[src/logic/sso_pkg.sv]
//------------------------------------------------------------
// Purpose : constants for the servo status output block
// Assumes : 50 MHz reference clock, speeds in r/min
// Notes   : offsets are byte addresses on the APB slave
//------------------------------------------------------------
package sso_pkg;
  //----------------------------------------------------------
  // timing
  //----------------------------------------------------------
  localparam int CLK_NS         = 20;        // clock period
  localparam int CTRL_PERIOD_NS = 1000000;   // control cycle
  localparam int CTRL_CYCLES    = CTRL_PERIOD_NS / CLK_NS;
  localparam int FAULT_MIN_MS   = 2500;      // earliest fault_out on
  localparam int FAULT_MAX_MS   = 3500;      // latest fault_out on
  localparam int FAULT_DLY_MS   = (FAULT_MIN_MS + FAULT_MAX_MS) / 2;
  localparam int FAULT_DLY_TICKS = (FAULT_DLY_MS * 1000) / (CTRL_PERIOD_NS / 1000);
  //----------------------------------------------------------
  // speed thresholds (r/min)
  //----------------------------------------------------------
  localparam logic [15:0] STILL_HYST   = 16'h0014;  // 20 r/min
  localparam logic [17:0] HIT_BAND     = 18'h00014; // +20 r/min
  localparam logic [16:0] HIT_DIV      = 17'h00014; // 1/0.05
  localparam logic [16:0] HIT_LOW      = 17'h00014; // 20 r/min
  //----------------------------------------------------------
  // register map
  //----------------------------------------------------------
  localparam logic [7:0] REG_PIN_ASSIGN = 8'h00;
  localparam logic [7:0] REG_SETTLE     = 8'h04;
  localparam logic [7:0] REG_STANDSTILL = 8'h08;
  localparam logic [7:0] REG_BRAKE_DLY  = 8'h0c;
  localparam logic [7:0] REG_STATUS     = 8'h10;
  localparam logic [7:0] REG_IRQ_STAT   = 8'h14;
  localparam logic [7:0] REG_IRQ_MASK   = 8'h18;
  localparam int         PIN_FIELD_W    = 4;      // pin k at bits 4k+2:4k
  //----------------------------------------------------------
  // reset values
  //----------------------------------------------------------
  localparam logic [2:0]  PIN0_RST       = 3'h1;  // brake interlock
  localparam logic [2:0]  PIN12_RST      = 3'h0;  // unassigned
  localparam logic [15:0] SETTLE_RST     = 16'h0064;
  localparam logic [15:0] STANDSTILL_RST = 16'h0032; // 50 r/min
  localparam logic [15:0] BRAKE_DLY_RST  = 16'h0000;
  //----------------------------------------------------------
  // function codes for pin assignment
  //----------------------------------------------------------
  localparam logic [2:0] FN_NONE = 3'h0;  // always off
  localparam int         FN_NUM  = 8;
  // control modes
  typedef enum logic [1:0] {
    SSO_MODE_POS, SSO_MODE_SPD, SSO_MODE_TRQ, SSO_MODE_CTRQ
  } sso_mode_e;
  // interrupt bits
  localparam int IRQ_FAULT = 0;  // fault_out fell
  localparam int IRQ_STILL = 1;  // standstill began
  localparam int IRQ_VLIM  = 2;  // speed limit reached
  localparam int IRQ_SETTL = 3;  // position settled
  localparam int IRQ_W     = 4;
endpackage

[src/logic/sso_pin_mux.sv]
//------------------------------------------------------------
// Purpose : pick one status function for an output pin
// Assumes : function vector bit 0 is the constant-off slot
// Notes   : combinational, registered by the caller
//------------------------------------------------------------
`timescale 1ns/1ps
module sso_pin_mux
(
  // selection
  input  wire logic [2:0]                  i_sel,
  input  wire logic [sso_pkg::FN_NUM-1:0]  i_func,
  // chosen level
  output logic                             o_level
);
  // an unassigned pin picks slot 0, which is tied low
  always_comb
  begin
    o_level = (i_sel == sso_pkg::FN_NONE) ? 1'b0 : i_func[i_sel];
  end
endmodule // sso_pin_mux

[src/logic/sso_status_outputs.sv]
//------------------------------------------------------------
// Purpose : servo discrete status outputs with APB registers
// Assumes : drive-state inputs come from logic on i_ref_clk
// Notes   : status and pin outputs change only on the control-cycle tick
//------------------------------------------------------------
// What this block does
// - three pins, each assigned one status function
// - brake interlock off on servo-off or alarm
// - fault_out off when base drive shut
// - fault_out on 2.5-3.5 s after power-on
// - settled while droop within settle range
// - settled only in position control
// - ready on when servo-on and operable
// - speed hit off during servo-off
// - speed hit within preset +-(5% + 20)
// - preset <= 20 r/min keeps hit on
// - speed hit only in speed control
// - speed limit flag when limit reached
// - speed limit flag off when servo off
// - speed limit flag only in torque control
// - standstill on at or below level
// - standstill off at level plus 20
// - same hysteresis in reverse rotation
//
// The address map and the APB interface to the registers were chosen for this implementation.
`timescale 1ns/1ps
module sso_status_outputs
#(
  parameter int P_CTRL_CYCLES   = sso_pkg::CTRL_CYCLES,
  parameter int P_FAULT_DLY_TCK = sso_pkg::FAULT_DLY_TICKS
)
(
  // clock and reset
  input  wire logic        i_ref_clk,
  input  wire logic        i_rstn,
  // apb slave
  input  wire logic        i_psel,
  input  wire logic        i_penable,
  input  wire logic        i_pwrite,
  input  wire logic [7:0]  i_paddr,
  input  wire logic [31:0] i_pwdata,
  output logic [31:0]      o_prdata,
  output logic             o_pready,
  output logic             o_pslverr,
  // drive state
  input  wire logic        i_servo_on,
  input  wire logic        i_drive_ok,
  input  wire logic        i_alarm,
  input  wire logic        i_base_shutoff,
  input  wire logic [1:0]  i_mode,
  input  wire logic [31:0] i_droop,
  input  wire logic [15:0] i_speed,
  input  wire logic [15:0] i_preset_speed,
  input  wire logic [15:0] i_speed_limit,
  // status functions
  output logic             o_brake_interlock_out,
  output logic             o_fault_out,
  output logic             o_position_settled_out,
  output logic             o_ready_out,
  output logic             o_target_speed_hit_out,
  output logic             o_speed_limit_active_out,
  output logic             o_standstill_detect_out,
  // assigned pins, delay value, interrupt
  output logic [2:0]       o_pin,
  output logic [15:0]      o_brake_delay_param,
  output logic             o_irq
);
  //----------------------------------------------------------
  // state
  //----------------------------------------------------------
  typedef struct packed {
    logic [31:0]      div_cnt;      // control-cycle divider
    logic [15:0]      pwr_cnt;      // ticks since reset, stops at pwr_done
    logic             pwr_done;     // power-on wait over
    logic [2:0][2:0]  pin_sel;      // out_pin0..2_assign
    logic [15:0]      settle_range; // settle_range_param
    logic [15:0]      still_level;  // standstill_level_param
    logic [15:0]      brake_dly;    // brake_delay_param
    logic [3:0]       irq_stat;     // sticky events
    logic [3:0]       irq_mask;     // interrupt enables
    logic [31:0]      rdata;        // read data for access phase
    logic             err;          // unmapped address seen
    logic             brake;
    logic             fault;
    logic             settled;
    logic             ready;
    logic             hit;
    logic             vlim;
    logic             still;
    logic [2:0]       pins;
  } sso_state_s;

  sso_state_s st;        // registered state
  sso_state_s next_st;   // next state

  //----------------------------------------------------------
  // helpers
  //----------------------------------------------------------
  // magnitude of a signed 16-bit speed
  function automatic logic [16:0] sso_abs16(input logic [15:0] v);
    logic [16:0] e;
    e = {v[15], v};
    return v[15] ? 17'(-e) : e;
  endfunction

  // word-aligned register decode, used for read and write
  function automatic logic sso_hit(input logic [7:0] a);
    return (a[1:0] == 2'h0) && (a <= sso_pkg::REG_IRQ_MASK);
  endfunction

  logic              tick;       // one control cycle elapsed
  logic [16:0]       spd_abs;    // |speed|
  logic [16:0]       pre_abs;    // |preset|
  logic signed [17:0] sdiff;     // speed - preset
  logic [17:0]       diff_abs;   // |speed - preset|
  logic [17:0]       hit_tol;    // preset/20 + 20
  logic [32:0]       droop_abs;  // |droop|
  logic [16:0]       still_on;   // on level
  logic [16:0]       still_off;  // off level
  logic              in_pos;     // mode checks
  logic              in_spd;
  logic              in_trq;
  logic [sso_pkg::FN_NUM-1:0] fn_vec; // next function levels
  logic [2:0]        pin_lvl;    // mux results
  logic              acc;        // apb access phase
  logic [31:0]       status_w;   // live status word
  logic              next_brake, next_fault, next_settled, next_ready; // tick levels
  logic              next_hit, next_vlim, next_still;

  //----------------------------------------------------------
  // arithmetic on the drive state
  //----------------------------------------------------------
  always_comb
  begin
    tick      = (st.div_cnt == 32'(P_CTRL_CYCLES - 1));
    spd_abs   = sso_abs16(i_speed);
    pre_abs   = sso_abs16(i_preset_speed);
    sdiff     = 18'(signed'(i_speed)) - 18'(signed'(i_preset_speed));
    diff_abs  = sdiff[17] ? 18'(-sdiff) : 18'(sdiff);
    hit_tol   = 18'(pre_abs / sso_pkg::HIT_DIV) + sso_pkg::HIT_BAND;
    droop_abs = i_droop[31] ? 33'(-{1'b1, i_droop}) : {1'b0, i_droop};
    // symmetric levels: magnitude covers both directions
    still_on  = {1'b0, st.still_level};
    still_off = 17'(still_on + {1'b0, sso_pkg::STILL_HYST});
    in_pos    = (i_mode == sso_pkg::SSO_MODE_POS);
    in_spd    = (i_mode == sso_pkg::SSO_MODE_SPD);
    in_trq    = (i_mode == sso_pkg::SSO_MODE_TRQ);
    acc       = i_psel && i_penable;
    // levels kept apart from next_st so the pin muxes never feed themselves
    // brake released only while on and healthy
    next_brake   = i_servo_on && !i_alarm;
    // fault_out high means no fault
    next_fault   = st.pwr_done && !i_alarm && !i_base_shutoff;
    // droop window, position control only
    next_settled = in_pos && (droop_abs <= {17'h0, st.settle_range});
    // ready to operate
    next_ready   = i_servo_on && i_drive_ok && !i_alarm;
    // speed band or slow preset, speed mode only
    next_hit     = in_spd && i_servo_on &&
                   ((pre_abs <= sso_pkg::HIT_LOW) || (diff_abs <= hit_tol));
    // speed limit in torque mode, off at servo-off
    next_vlim    = in_trq && i_servo_on && (spd_abs >= {1'b0, i_speed_limit});
    // standstill with hysteresis, held between the levels
    next_still   = st.still;
    if (spd_abs <= still_on)
      next_still = 1'b1;
    else if (spd_abs >= still_off)
      next_still = 1'b0;
  end

  //----------------------------------------------------------
  // pin routing
  //----------------------------------------------------------
  // slot order is the function code seen by software
  assign fn_vec = {next_still, next_vlim, next_hit,
                   next_ready, next_settled, next_fault,
                   next_brake, 1'b0};

  // one selector per pin
  genvar g;
  generate
    for (g = 0; g < 3; g++)
    begin : g_pin
      sso_pin_mux u_mux
      (
        .i_sel   (st.pin_sel[g]),
        .i_func  (fn_vec),
        .o_level (pin_lvl[g])
      );
    end
  endgenerate

  //----------------------------------------------------------
  // next state
  //----------------------------------------------------------
  always_comb
  begin
    next_st = st;
    // free-running control-cycle divider
    next_st.div_cnt = tick ? 32'h0 : 32'(st.div_cnt + 32'h1);

    // all functions settle together on the tick
    if (tick)
    begin
      // power-on wait counted in control cycles
      if (!st.pwr_done)
      begin
        next_st.pwr_cnt  = 16'(st.pwr_cnt + 16'h1);
        next_st.pwr_done = (st.pwr_cnt == 16'(P_FAULT_DLY_TCK - 1));
      end
      // flags and pins take the same evaluation
      next_st.brake   = next_brake;
      next_st.fault   = next_fault;
      next_st.settled = next_settled;
      next_st.ready   = next_ready;
      next_st.hit     = next_hit;
      next_st.vlim    = next_vlim;
      next_st.still   = next_still;
      next_st.pins    = pin_lvl;
    end

    // apb setup phase: decode and capture read data
    if (i_psel && !i_penable)
    begin
      next_st.err   = !sso_hit(i_paddr);
      next_st.rdata = 32'h0;
      case (i_paddr)
        sso_pkg::REG_PIN_ASSIGN:
          next_st.rdata = {20'h0, 1'b0, st.pin_sel[2], 1'b0,
                           st.pin_sel[1], 1'b0, st.pin_sel[0]};
        sso_pkg::REG_SETTLE:     next_st.rdata = {16'h0, st.settle_range};
        sso_pkg::REG_STANDSTILL: next_st.rdata = {16'h0, st.still_level};
        sso_pkg::REG_BRAKE_DLY:  next_st.rdata = {16'h0, st.brake_dly};
        sso_pkg::REG_STATUS:     next_st.rdata = status_w;
        sso_pkg::REG_IRQ_STAT:   next_st.rdata = {28'h0, st.irq_stat};
        sso_pkg::REG_IRQ_MASK:   next_st.rdata = {28'h0, st.irq_mask};
        default:                 next_st.rdata = 32'h0;
      endcase
    end

    // apb access phase: writes to mapped registers
    if (acc && i_pwrite && sso_hit(i_paddr))
    begin
      case (i_paddr)
        sso_pkg::REG_PIN_ASSIGN:
        begin
          next_st.pin_sel[0] = i_pwdata[2:0];
          next_st.pin_sel[1] = i_pwdata[6:4];
          next_st.pin_sel[2] = i_pwdata[10:8];
        end
        sso_pkg::REG_SETTLE:     next_st.settle_range = i_pwdata[15:0];
        sso_pkg::REG_STANDSTILL: next_st.still_level  = i_pwdata[15:0];
        // stored for the neighbouring shut-off sequence
        sso_pkg::REG_BRAKE_DLY:  next_st.brake_dly    = i_pwdata[15:0];
        sso_pkg::REG_IRQ_STAT:
          next_st.irq_stat = st.irq_stat & ~i_pwdata[3:0];
        sso_pkg::REG_IRQ_MASK:   next_st.irq_mask     = i_pwdata[3:0];
        default:                 next_st.irq_mask     = st.irq_mask;
      endcase
    end

    // events come last so a set beats a same-cycle clear
    if (tick)
    begin
      if (st.fault && !next_st.fault)
        next_st.irq_stat[sso_pkg::IRQ_FAULT] = 1'b1;
      if (!st.still && next_st.still)
        next_st.irq_stat[sso_pkg::IRQ_STILL] = 1'b1;
      if (!st.vlim && next_st.vlim)
        next_st.irq_stat[sso_pkg::IRQ_VLIM]  = 1'b1;
      if (!st.settled && next_st.settled)
        next_st.irq_stat[sso_pkg::IRQ_SETTL] = 1'b1;
    end
  end

  //----------------------------------------------------------
  // state register
  //----------------------------------------------------------
  // synchronous reset; outputs start low, fault_out waits
  always_ff @(posedge i_ref_clk)
  begin
    if (!i_rstn)
    begin
      st              <= '0;
      st.pin_sel[0]   <= sso_pkg::PIN0_RST;
      st.pin_sel[1]   <= sso_pkg::PIN12_RST;
      st.pin_sel[2]   <= sso_pkg::PIN12_RST;
      st.settle_range <= sso_pkg::SETTLE_RST;
      st.still_level  <= sso_pkg::STANDSTILL_RST;
      st.brake_dly    <= sso_pkg::BRAKE_DLY_RST;
    end
    else
    begin
      st <= next_st;
    end
  end

  //----------------------------------------------------------
  // outputs
  //----------------------------------------------------------
  assign status_w = {24'h0, st.pwr_done, st.still, st.vlim, st.hit,
                     st.ready, st.settled, st.fault, st.brake};
  assign o_prdata  = st.rdata;
  assign o_pready  = acc;              // zero wait states
  assign o_pslverr = acc && st.err;
  assign o_brake_interlock_out    = st.brake;
  assign o_fault_out              = st.fault;
  assign o_position_settled_out   = st.settled;
  assign o_ready_out              = st.ready;
  assign o_target_speed_hit_out   = st.hit;
  assign o_speed_limit_active_out = st.vlim;
  assign o_standstill_detect_out  = st.still;
  assign o_pin                    = st.pins;
  assign o_brake_delay_param      = st.brake_dly;
  assign o_irq = |(st.irq_stat & st.irq_mask);
endmodule // sso_status_outputs

[config.mk]
export PLATFORM = sky130hd
export DESIGN_NAME = sso_status_outputs
export DESIGN_NICKNAME = d
export VERILOG_FILES = /design/src/logic/sso_pkg.sv /design/src/logic/sso_pin_mux.sv /design/src/logic/sso_status_outputs.sv
export SDC_FILE = /design/constraint.sdc
export NUM_CORES = 1
export LEC_CHECK = 0
export ABC_AREA = 1
export BUFFER_PORTS_ARGS = -buffer_cell sky130_fd_sc_hd__buf_2
export CAP_MARGIN = 20
export CORE_ASPECT_RATIO = 1.4
export CORE_MARGIN = 3
export CORE_UTILIZATION = 60
export CTS_CLUSTER_DIAMETER = 200
export DETAILED_ROUTE_END_ITERATION = 7
export GPL_TIMING_DRIVEN = 0
export PLACE_DENSITY = 0.89
export REMOVE_ABC_BUFFERS = 1
export SLEW_MARGIN = 20
export SYNTH_ARGS = -nofsm -noshare
export SYNTH_HDL_FRONTEND = slang
export SYNTH_SLANG_ARGS = --single-unit
[constraint.sdc]
create_clock -name i_ref_clk -period 9.5 [get_ports i_ref_clk]
set_clock_uncertainty 0.15 [all_clocks]
set_input_delay 0 -clock i_ref_clk [delete_from_list [all_inputs] [get_ports i_ref_clk]]
set_output_delay 0 -clock i_ref_clk [all_outputs]
set_load 0.01 [all_outputs]
==> flow_summary_export.csv, run 1 <==
group,metric,value,unit
logic_synthesis,netlist-cell-type-count,59,
cells_and_area,drive_above_1_share,14.23,%
timing,layout_worst_path_cycle_share,81.44,%
floorplanning,die_height,175.2,um
clock_tree,ctsHoldBuffers,37,
routing,num_vias,13290,
cells_and_area,multiInputGateArea,7868,sq um
pwr,vdd_ir_drop_max,135.2,uV
routing,drt-initial-drc-count,1135,
logic_synthesis,synthArstFlopShare,0,%
logic_synthesis,synth_seq_cells,141,
floorplanning,number_of_rows_created_at_floorplan,61,
setup_path,r2r_setup_slack,5660,ps
place,io_buffer_count,159,
logic_synthesis,average_cell_area_after_synthesis,6.614,sq um
timing,worst_slew_margin_rel,35.92,%
pwr,pwr_density_cell,177.7,nW/um^2
setup_path,r2r.worst_path.cells,21,
logic_synthesis,synth_ff_type,"sky130_fd_sc_hd__dfxtp_1",
setup_path,critical-path-slowest-cell,"sky130_fd_sc_hd__dlygate4sd3_1",
floorplanning,die_width,126.8,um
logic_synthesis,mappedNetlistArea,12260,sq um
routing,drc,0,
timing,tightest_slew,946.3,ps
clock_tree,clock_tree.htree_level_count,4,
clock_tree,tritoncts,"built",
run_status,outcome,"finished clean",
setup_path,slowest_delay,600,ps
routing,route.antenna.remaining_nets,0,
worst_hold_path,hold_path.startpoint,"i_mode[1]",
routing,drtPass1Iterations,6,
setup_path,crit_path_frequent_cell,"sky130_fd_sc_hd__nand2_1",
setup_path,required,9640,ps
global_route,grt_pass1_vias,12910,
logic_synthesis,synthesis.yosys.warnings,0,
logic_synthesis,synth.cells.most_frequent,"sky130_fd_sc_hd__nand2_1 (301), sky130_fd_sc_hd__inv_1 (281), sky130_fd_sc_hd__nor2_1 (203), sky130_fd_sc_hd__dfxtp_1 (141), sky130_fd_sc_hd__a21oi_1 (136)",
timing,setup-violations-final,0,
worst_hold_path,holdCritPathClass,"primary input to register",
clock_tree,clk_root_buffer_cell,"sky130_fd_sc_hd__clkbuf_16",
global_route,grt_first_pass_wirelength,57.66,mm
setup_path,rr_startpoint,"st[125]",
floorplanning,floorplan.initialDensity,61.33,%
clock_tree,clk-insertion-delay-late,430,ps
cells_and_area,syn_to_final_growth,13.41,%
setup_path,crit_path_end_kind,"register",
routing,post_drt_wl_per_cell,15.57,um
clock_tree,post_cts_resize_count,0,
floorplanning,design.core.area,20000,sq um
global_route,grt_max_degree,64,
logic_synthesis,netlist.area_leader.share,23.02,%
logic_synthesis,synth-edff-count,0,
cells_and_area,final_net_count,2237,
pwr,post-layout-total-power,2.471,mW
place,place.gp.congestion,0.9814,
logic_synthesis,netlist_top_cells_area,"sky130_fd_sc_hd__dfxtp_1 (23%), sky130_fd_sc_hd__ha_1 (10%), sky130_fd_sc_hd__nand2_1 (9.2%)",
setup_path,reg_to_reg_endpoint,"st[124]",
global_route,globalRoute.totalOverflow,0,
routing,routed_wl,35.34,mm
setup_path,arrival,7870,ps
routing,detail_route.vias_per_cell,5.854,
global_route,grt_resource_usage_total,30.88,%
clock_tree,cts_buffers,17,
worst_hold_path,hold_path_end,"o_speed_limit_active_out",
pwr,leakagePower,6.563,nW
cells_and_area,layoutNonFillerInstCount,2270,
place,numPlacedInstances,2200,
clock_tree,cts.reportedPaths.clkPinSlew,70,ps
logic_synthesis,yosysMostFrequentCell,"sky130_fd_sc_hd__nand2_1",
setup_path,timing_worst_setup_path_type,"primary input to register",
cells_and_area,fillers,1595,
setup_path,crit_fanout,6,
timing,timing.fmax,0.1293,GHz
place,detailedPlacementHpwl,27.22,mm
timing,fin_tns_setup,0,ps
setup_path,critical_path.startpoint_type,"primary input",
logic_synthesis,synth_cells,1854,
clock_tree,cts.sink_count,141,
timing,timing_hold_violations_final,0,
floorplanning,design.die.area,22210,sq um
cells_and_area,seq_area,2823,sq um
job,timing.max_cap.violations,0,
timing,whs,25.20,ps
timing,report.final.slew_viol_count,0,
global_route,grt_antenna_before_repair,2,
clock_tree,setup_fix_buffers_added_after_clock_tree_synthesis,0,
timing,post-route-min-period,7736,ps
timing,rsz0062_at_grt,"no",
logic_synthesis,sequential_area_share_after_synthesis,23.02,%
logic_synthesis,synth.largest_area_cell,"sky130_fd_sc_hd__dfxtp_1",
clock_tree,cts_buffer_depth,2,
floorplanning,design.portCount,192,
worst_hold_path,worstHoldPathCells,4,
worst max path at each step:
stage                           start                      to  slack, ps  depth (start not counted)
floorplan           i_preset_speed[1]                o_pin[0]       3340                         62
global placement    i_preset_speed[1]                o_pin[2]       2090                         64
detailed placement  i_preset_speed[1]                o_pin[2]       1810                         60
CTS                 i_preset_speed[1]  o_target_speed_hit_out       1910                         59
global route        i_preset_speed[1]  o_target_speed_hit_out       1130                         59
finish              i_preset_speed[1]  o_target_speed_hit_out       1760                         59
cell usage in the layout (no fill, tap or decap), types with 25 or more instances in the layout:
cell type                       count
sky130_fd_sc_hd__nand2_2           28
sky130_fd_sc_hd__inv_1            281
sky130_fd_sc_hd__nand2_1          301
sky130_fd_sc_hd__nor4_1            25
sky130_fd_sc_hd__nand3_1           80
sky130_fd_sc_hd__a21oi_1          136
sky130_fd_sc_hd__buf_2            160
sky130_fd_sc_hd__dfxtp_1          141
sky130_fd_sc_hd__xor2_1            78
sky130_fd_sc_hd__a211oi_1          33
sky130_fd_sc_hd__ha_1             101
sky130_fd_sc_hd__nor3_1            39
sky130_fd_sc_hd__nand4_1           34
sky130_fd_sc_hd__nor2_1           200
sky130_fd_sc_hd__o21ai_0          110
sky130_fd_sc_hd__dlygate4sd3_1     37
layer usage:
| layer | part of all wire, % | wire [um] | global-route usage, % |
|---|---|---|---|
| met5 | 0.037 | 13 | 0 |
| met2 | 50 | 17520 | 56.54 |
| met4 | 6.7 | 2367 | 18.56 |
| met3 | 7.4 | 2600 | 4.648 |
| met1 | 36 | 12840 | 32.93 |
sequential cells by signal (all words and copies together), names as in the netlist:
signal and flops:
o_brake_delay_param 16, o_brake_interlock_out 1, o_fault_out 1, o_pin 3
o_position_settled_out 1, o_prdata 16, o_ready_out 1, o_speed_limit_active_out 1
o_standstill_detect_out 1, o_target_speed_hit_out 1, st 99
metrics by stage:
step                util (%)  cell area, sq um  setup WS (ps)
finish                 69.55             13910           1764
global route           69.55             13910           1133
CTS                    69.52             13900           1909
detailed placement     64.81             12960           1812
global placement       64.65             12930           2087
floorplan                  -             11820           3342
power by group:
group | total (mW) | switching (mW) | internal [mW]
clock network | 0.648 | 0.301 | 0.348
logic | 1.23 | 0.785 | 0.445
registers | 0.593 | 0.000754 | 0.592
worst max-delay path, delay by kind of cell:
kind                     cells  cell delay [ps]
AND/OR/NAND/NOR             41             4790
adder cells (fa/ha/maj)      3              700
AO/OA/AOI/OAI                8             1140
buffers and inverters        6             1120
XOR/XNOR                     1               80
logic make-up after synthesis:
| logic type | share of synthesized area, % |
|---|---|
| AOI/OAI and AO/OA | 17.99 |
| other | 0.06124 |
| and+or+nand+nor | 28.22 |
| buffers and inverters | 13.46 |
| adders and majority gates | 10.47 |
| xor gates and xnor gates | 6.785 |
| DFF | 23.02 |
layout make-up:
type,instances,share of cell area (%)
clock buffers,17,3.059
inverters,304,8.214
multi-input cells,1342,56.57
repair buffers,198,8.529
well taps,252,2.267
flip-flops and latches,141,20.30
clock inverters,15,1.044
diodes,1,0.01799
Note: power is estimated with default switching activity, not from simulation.
==> run 2, diff against run 1 <==
--- a/config.mk
+++ b/config.mk
@@ -10,11 +10,11 @@
 export CAP_MARGIN = 20
 export CORE_ASPECT_RATIO = 1.4
 export CORE_MARGIN = 3
-export CORE_UTILIZATION = 60
+export CORE_UTILIZATION = 53
 export CTS_CLUSTER_DIAMETER = 200
 export DETAILED_ROUTE_END_ITERATION = 7
 export GPL_TIMING_DRIVEN = 0
-export PLACE_DENSITY = 0.89
+export PLACE_DENSITY = 0.83
 export REMOVE_ABC_BUFFERS = 1
 export SLEW_MARGIN = 20
 export SYNTH_ARGS = -nofsm -noshare
==> constraint.sdc (replaced) <==
create_clock -name i_ref_clk -period 6.43 [get_ports i_ref_clk]
set_clock_uncertainty 0.15 [all_clocks]
set_input_delay 0 -clock i_ref_clk [delete_from_list [all_inputs] [get_ports i_ref_clk]]
set_output_delay 0 -clock i_ref_clk [all_outputs]
set_load 0.01 [all_outputs]
==> flow_summary_export.csv, run 2 (synthesis results as in run 1) <==
group,metric,value,unit
pwr,pwr_density_cell,288.9,nW/um^2
clock_tree,cts.reportedPaths.clkPinSlew,60,ps
setup_path,worst_path_dominant_cell_family,"simple AND/OR/NAND/NOR gates",
worst_hold_path,hold_path.startpoint,"i_droop[24]",
timing,timing_hold_violations_final,0,
timing,tightest_slew,992.4,ps
timing,worst_slew_margin_rel,33.60,%
setup_path,slowest_delay,290,ps
timing,setup-violations-final,3,
clock_tree,cts_buffers,17,
global_route,grt_max_degree,64,
setup_path,arrival,6770,ps
place,detailedPlacementHpwl,27.06,mm
floorplanning,design.portCount,192,
routing,route.antenna.remaining_nets,0,
place,place.gp.congestion,0.9626,
pwr,leakagePower,6.969,nW
clock_tree,cts_buffer_depth,2,
routing,drtPass1Iterations,6,
worst_hold_path,hold_path_end,"st[50]",
timing,post-route-min-period,6608,ps
place,detailed_place.area,13020,sq um
clock_tree,clk-insertion-delay-late,430,ps
pwr,vdd_ir_drop_max,333.5,uV
cells_and_area,fillers,1874,
worst_hold_path,holdCritPathClass,"primary input to register",
run_status,outcome,"complete, but fails checks",
floorplanning,number_of_rows_created_at_floorplan,65,
clock_tree,tritoncts,"built",
global_route,grt_resource_usage_total,28.49,%
setup_path,r2r.worst_path.cells,21,
setup_path,crit_path_frequent_cell,"sky130_fd_sc_hd__nand2_2",
setup_path,r2r_setup_slack,2580,ps
cells_and_area,layoutNonFillerInstCount,2370,
cells_and_area,antenna_cells_inserted,0,
cells_and_area,layout_common_cells,"sky130_fd_sc_hd__inv_1 (274), sky130_fd_sc_hd__nand2_1 (258), sky130_fd_sc_hd__nor2_1 (188)",
timing,timing.fmax,0.1513,GHz
pwr,post-layout-total-power,4.359,mW
routing,detail_route.vias_per_cell,5.718,
cells_and_area,seq_area,2823,sq um
cells_and_area,syn_to_final_growth,23.02,%
cells_and_area,final_net_count,2290,
global_route,grt_pass1_vias,13040,
cells_and_area,multiInputGateArea,8507,sq um
global_route,globalRoute.totalOverflow,0,
setup_path,critical_path.startpoint_type,"primary input",
clock_tree,clk_root_buffer_cell,"sky130_fd_sc_hd__clkbuf_16",
floorplanning,die_width,134.6,um
clock_tree,cts.sink_count,141,
cells_and_area,final_area,15090,sq um
setup_path,reg_to_reg_endpoint,"st[124]",
floorplanning,die_height,186.0,um
setup_path,rr_startpoint,"st[125]",
cells_and_area,mostFrequentLayoutCell,"sky130_fd_sc_hd__inv_1",
timing,rsz0062_at_grt,"yes",
timing,report.final.slew_viol_count,0,
job,timing.max_cap.violations,0,
routing,post_drt_wl_per_cell,16.16,um
setup_path,required,6590,ps
routing,routed_wl,38.31,mm
setup_path,crit_path_end_kind,"register",
global_route,grt_first_pass_wirelength,58.79,mm
worst_hold_path,worstHoldPathCells,6,
routing,drc,0,
place,post-place-ws,-1367,ps
global_route,grt_antenna_before_repair,0,
routing,num_vias,13550,
cells_and_area,largest_reg_flops,99,
routing,drt-initial-drc-count,932,
setup_path,crit_fanout,4,
run_status,violated_checks,"setup timing",
cells_and_area,final_core_utilization,66.72,%
cells_and_area,drive_above_1_share,20.73,%
floorplanning,design.die.area,25020,sq um
clock_tree,clock_tree.htree_level_count,4,
setup_path,cp.buffers_inverters,9,
timing,finalWorstSetupSlack,-178.2,ps
cells_and_area,largest-register,"st",
floorplanning,design.core.area,22610,sq um
floorplanning,floorplan.initialDensity,54.24,%
setup_path,timing_worst_setup_path_type,"primary input to register",
place,numPlacedInstances,2249,
setup_path,critical-path-slowest-cell,"sky130_fd_sc_hd__ha_1",
timing,layout_worst_path_cycle_share,102.8,%
place,io_buffer_count,159,
==> run 2: cell types whose count changed in the layout (fill, tap and decap cells not counted), sizes merged <==
cell / delta
dlygate4sd3: +1
diode: -1
clkinvlp: +1
bufinv: +2
inv: -6
buf: +52
clkbuf: +2
==> run 2: worst max-delay path by stage <==
stage / cells after the start / end / slack [ps] / start
2_1_floorplan: 62 / o_pin[0] / 270 / i_preset_speed[1]
3_3_place_gp: 62 / o_pin[2] / -1130 / i_preset_speed[1]
3_5_place_dp: 68 / o_pin[2] / -1370 / i_preset_speed[1]
4_1_cts: 70 / o_pin[2] / -7 / i_preset_speed[1]
5_1_grt: 65 / o_pin[2] / -470 / i_preset_speed[6]
6_report: 64 / o_pin[2] / -180 / i_preset_speed[6]
==> run 2: what timing repair did <==
action / in CTS / in global routing
pin swaps: 49 / 60
setup endpoints to repair: 4 / 4
endpoints found under the hold margin: 92 / 0
gates resized for setup: 88 / 86
hold buffers: 38 / 0
cloned: 0 / 0
buffers inserted: 30 / 22
==> run 2: area by class of cell <==
type / instances / area share, %
Clock buffer: 19 / 3.002
Timing Repair Buffer: 251 / 10.81
Sequential cell: 141 / 18.71
Inverter: 304 / 7.705
Clock inverter: 12 / 0.8874
Tap cell: 301 / 2.496
Multi-Input combinational cell: 1342 / 56.39
==> run 2: report_power, final <==
group,total (mW),leakage [nW],internal [mW],switching [mW]
Combinational,2.50,5.55,1.03,1.47
Sequential,0.877,1.14,0.876,0.00115
Clock,0.983,0.286,0.592,0.392
Total,4.36,6.97,2.49,1.86
==> run 2: layer usage <==
| layer | up-vias | wire length [um] | part of all wire [%] | global-route usage [%] |
|---|---|---|---|---|
| li1 | 6507 | - | - | - |
| met1 | 6191 | 14030 | 37 | 30.49 |
| met2 | 663 | 19320 | 50 | 52.50 |
| met3 | 190 | 2623 | 6.8 | 4.489 |
| met4 | 0 | 2336 | 6.1 | 17.07 |
| met5 | - | 0 | 0 | 0 |
==> run 2: tightest hold or removal path: cells and delay by family <==
kind	cells	cell delay [ps]
AO/OA/AOI/OAI	3	220
buffers and inverters	1	110
AND/OR/NAND/NOR	2	240
==> run 2: through the flow <==
stage,setup TNS [ps],hold slack (ps)
2_1_floorplan,0,-36.79
3_3_place_gp,-3654,110.6
3_5_place_dp,-4613,124.1
4_1_cts,-7.052,36.38
5_1_grt,-1605,100.9
6_report,-471.0,62.05
==> run 3, diff against run 2 <==
--- a/config.mk
+++ b/config.mk
@@ -14,6 +14,7 @@
 export CTS_CLUSTER_DIAMETER = 200
 export DETAILED_ROUTE_END_ITERATION = 7
 export GPL_TIMING_DRIVEN = 0
+export MAX_ROUTING_LAYER = met4
 export PLACE_DENSITY = 0.83
 export REMOVE_ABC_BUFFERS = 1
 export SLEW_MARGIN = 20
==> flow_summary_export.csv, run 3 (synthesis results as in run 1) <==
group,metric,value,unit
routing,num_vias,13550,
timing,timing.fmax,0.1471,GHz
setup_path,critical_path.startpoint_type,"primary input",
timing,post-route-min-period,6796,ps
pwr,vdd_ir_drop_max,374.4,uV
job,timing.max_cap.violations,0,
floorplanning,die_width,134.6,um
timing,rsz0062_at_grt,"yes",
cells_and_area,largest_reg_flops,99,
clock_tree,cts.sink_count,141,
cells_and_area,final_net_count,2292,
floorplanning,design.die.area,25020,sq um
global_route,grt_max_degree,64,
global_route,grt_first_pass_wirelength,59.61,mm
floorplanning,design.portCount,192,
pwr,pwr_density_cell,292.5,nW/um^2
place,io_buffer_count,159,
timing,layout_worst_path_cycle_share,105.7,%
setup_path,crit_path_end_kind,"register",
routing,routed_wl,39.15,mm
clock_tree,cts_buffers,17,
run_status,violated_checks,"setup timing",
global_route,globalRoute.totalOverflow,0,
floorplanning,design.core.area,22610,sq um
setup_path,slowest_delay,320,ps
timing,finalWorstSetupSlack,-366.5,ps
pwr,switching_power,1.925,mW
pwr,netSwitchingFraction,43.38,%
timing,tightest_slew,965.6,ps
routing,post_drt_wl_per_cell,16.49,um
timing,worst_slew_margin_rel,35.39,%
pwr,leakagePower,7.019,nW
routing,drt-initial-drc-count,1110,
cells_and_area,layout_common_cells,"sky130_fd_sc_hd__inv_1 (269), sky130_fd_sc_hd__nand2_1 (256), sky130_fd_sc_hd__nor2_1 (189)",
pwr,internal_power,2.512,mW
routing,drtPass1Iterations,6,
timing,fin_tns_setup,-1133,ps
floorplanning,number_of_rows_created_at_floorplan,65,
clock_tree,clk-insertion-delay-late,430,ps
pwr,seq_power_share,19.8,%
global_route,grt_resource_usage_total,29.89,%
clock_tree,clock_tree.htree_level_count,4,
pwr,post-layout-total-power,4.438,mW
cells_and_area,multiInputGateArea,8563,sq um
cells_and_area,drive_above_1_share,21.14,%
routing,detail_route.vias_per_cell,5.709,
timing,report.final.slew_viol_count,0,
timing,timing_hold_violations_final,0,
setup_path,crit_path_frequent_cell,"sky130_fd_sc_hd__nand2_4",
routing,drc,0,
setup_path,timing_worst_setup_path_type,"primary input to register",
cells_and_area,largest-register,"st",
run_status,outcome,"complete, but fails checks",
cells_and_area,mostFrequentLayoutCell,"sky130_fd_sc_hd__inv_1",
cells_and_area,seq_area,2823,sq um
global_route,grt_antenna_before_repair,1,
worst_hold_path,holdCritPathClass,"primary input to register",
place,place.gp.congestion,0.9748,
pwr,pwr-share-clk,22.1,%
routing,route.antenna.remaining_nets,0,
setup_path,crit_fanout,5,
global_route,grt_pass1_vias,12970,
setup_path,required,6600,ps
timing,setup-violations-final,4,
clock_tree,cts_buffer_depth,2,
place,detailedPlacementHpwl,27.69,mm
cells_and_area,syn_to_final_growth,23.70,%
clock_tree,tritoncts,"built",
floorplanning,die_height,186.0,um
setup_path,arrival,6970,ps
floorplanning,floorplan.initialDensity,54.24,%
cells_and_area,fillers,1912,
clock_tree,cts.reportedPaths.clkPinSlew,70,ps
pwr,combinationalPowerShare,58.1,%
setup_path,critical-path-slowest-cell,"sky130_fd_sc_hd__ha_1",
clock_tree,clk_root_buffer_cell,"sky130_fd_sc_hd__clkbuf_16",
[run 3: stage by stage]
step | hold WS [ps] | instance area, sq um | setup WS [ps] | cells | util [%]
after floorplan | -36.79 | 11820 | 271.7 | 1787 | -
after global placement | 112.1 | 12990 | -1086 | 2247 | 57.45
after detailed placement | 121.8 | 13020 | -1338 | 2249 | 57.59
after CTS | 8.552 | 14550 | -55.64 | 2350 | 64.36
after global routing | 35.95 | 15170 | -740.9 | 2374 | 67.09
final | 7.348 | 15170 | -366.5 | 2374 | 67.09
[run 3: layout make-up]
class / count / area share, %
Antenna cell: 1 / 0.01650
Clock inverter: 13 / 0.9073
Inverter: 304 / 7.819
Timing Repair Buffer: 253 / 10.80
Clock buffer: 19 / 2.920
Multi-Input combinational cell: 1342 / 56.45
Sequential cell: 141 / 18.61
Tap cell: 301 / 2.483
[run 3: per-layer routing]
metal	wire, um	share of wire, %	vias up	track usage [%]
li1	-	-	6515	-
met1	14420	37	6223	31.15
met2	19840	51	648	54.77
met3	2699	6.9	167	4.840
met4	2186	5.6	0	14.18
met5	0	0	-	-
[run 3: worst paths after layout]
kind / cells past startpoint / end / slack (ps) / startpoint
worst max-delay path: 62 / o_pin[0] / -370 / i_preset_speed[0]
worst min-delay path: 6 / o_position_settled_out / 7 / i_droop[25]
worst max register to register: 21 / st[124] / 2530 / st[125]
worst min register to register: 1 / st[125] / 300 / st[125]
[run 3: repair_timing]
action                                 4_1_cts  5_1_grt
setup buffers                               33       23
pin swaps                                   51       74
endpoints found under the hold margin       87        0
resized for setup                           88      110
setup endpoints to repair                    4        4
gates cloned                                 0        0
hold buffers                                36        0
[run 3: worst max-delay path: cells and delay by family]
family,cells,cell delay [ps]
buffers and inverters,11,920
adder cells (fa/ha/maj),2,460
AO/OA/AOI/OAI,9,1540
AND/OR/NAND/NOR,39,3830
XOR/XNOR,1,150
[run 3: power groups by stage]
stage	sequential (mW)	combinational (mW)	clock (mW)
after global placement	0.896	1.72	0
after floorplan	0.896	1.40	0
after CTS	0.877	2.15	0.982
after detailed placement	0.896	1.77	0
after global routing	0.877	2.82	1.02
final	0.877	2.58	0.981
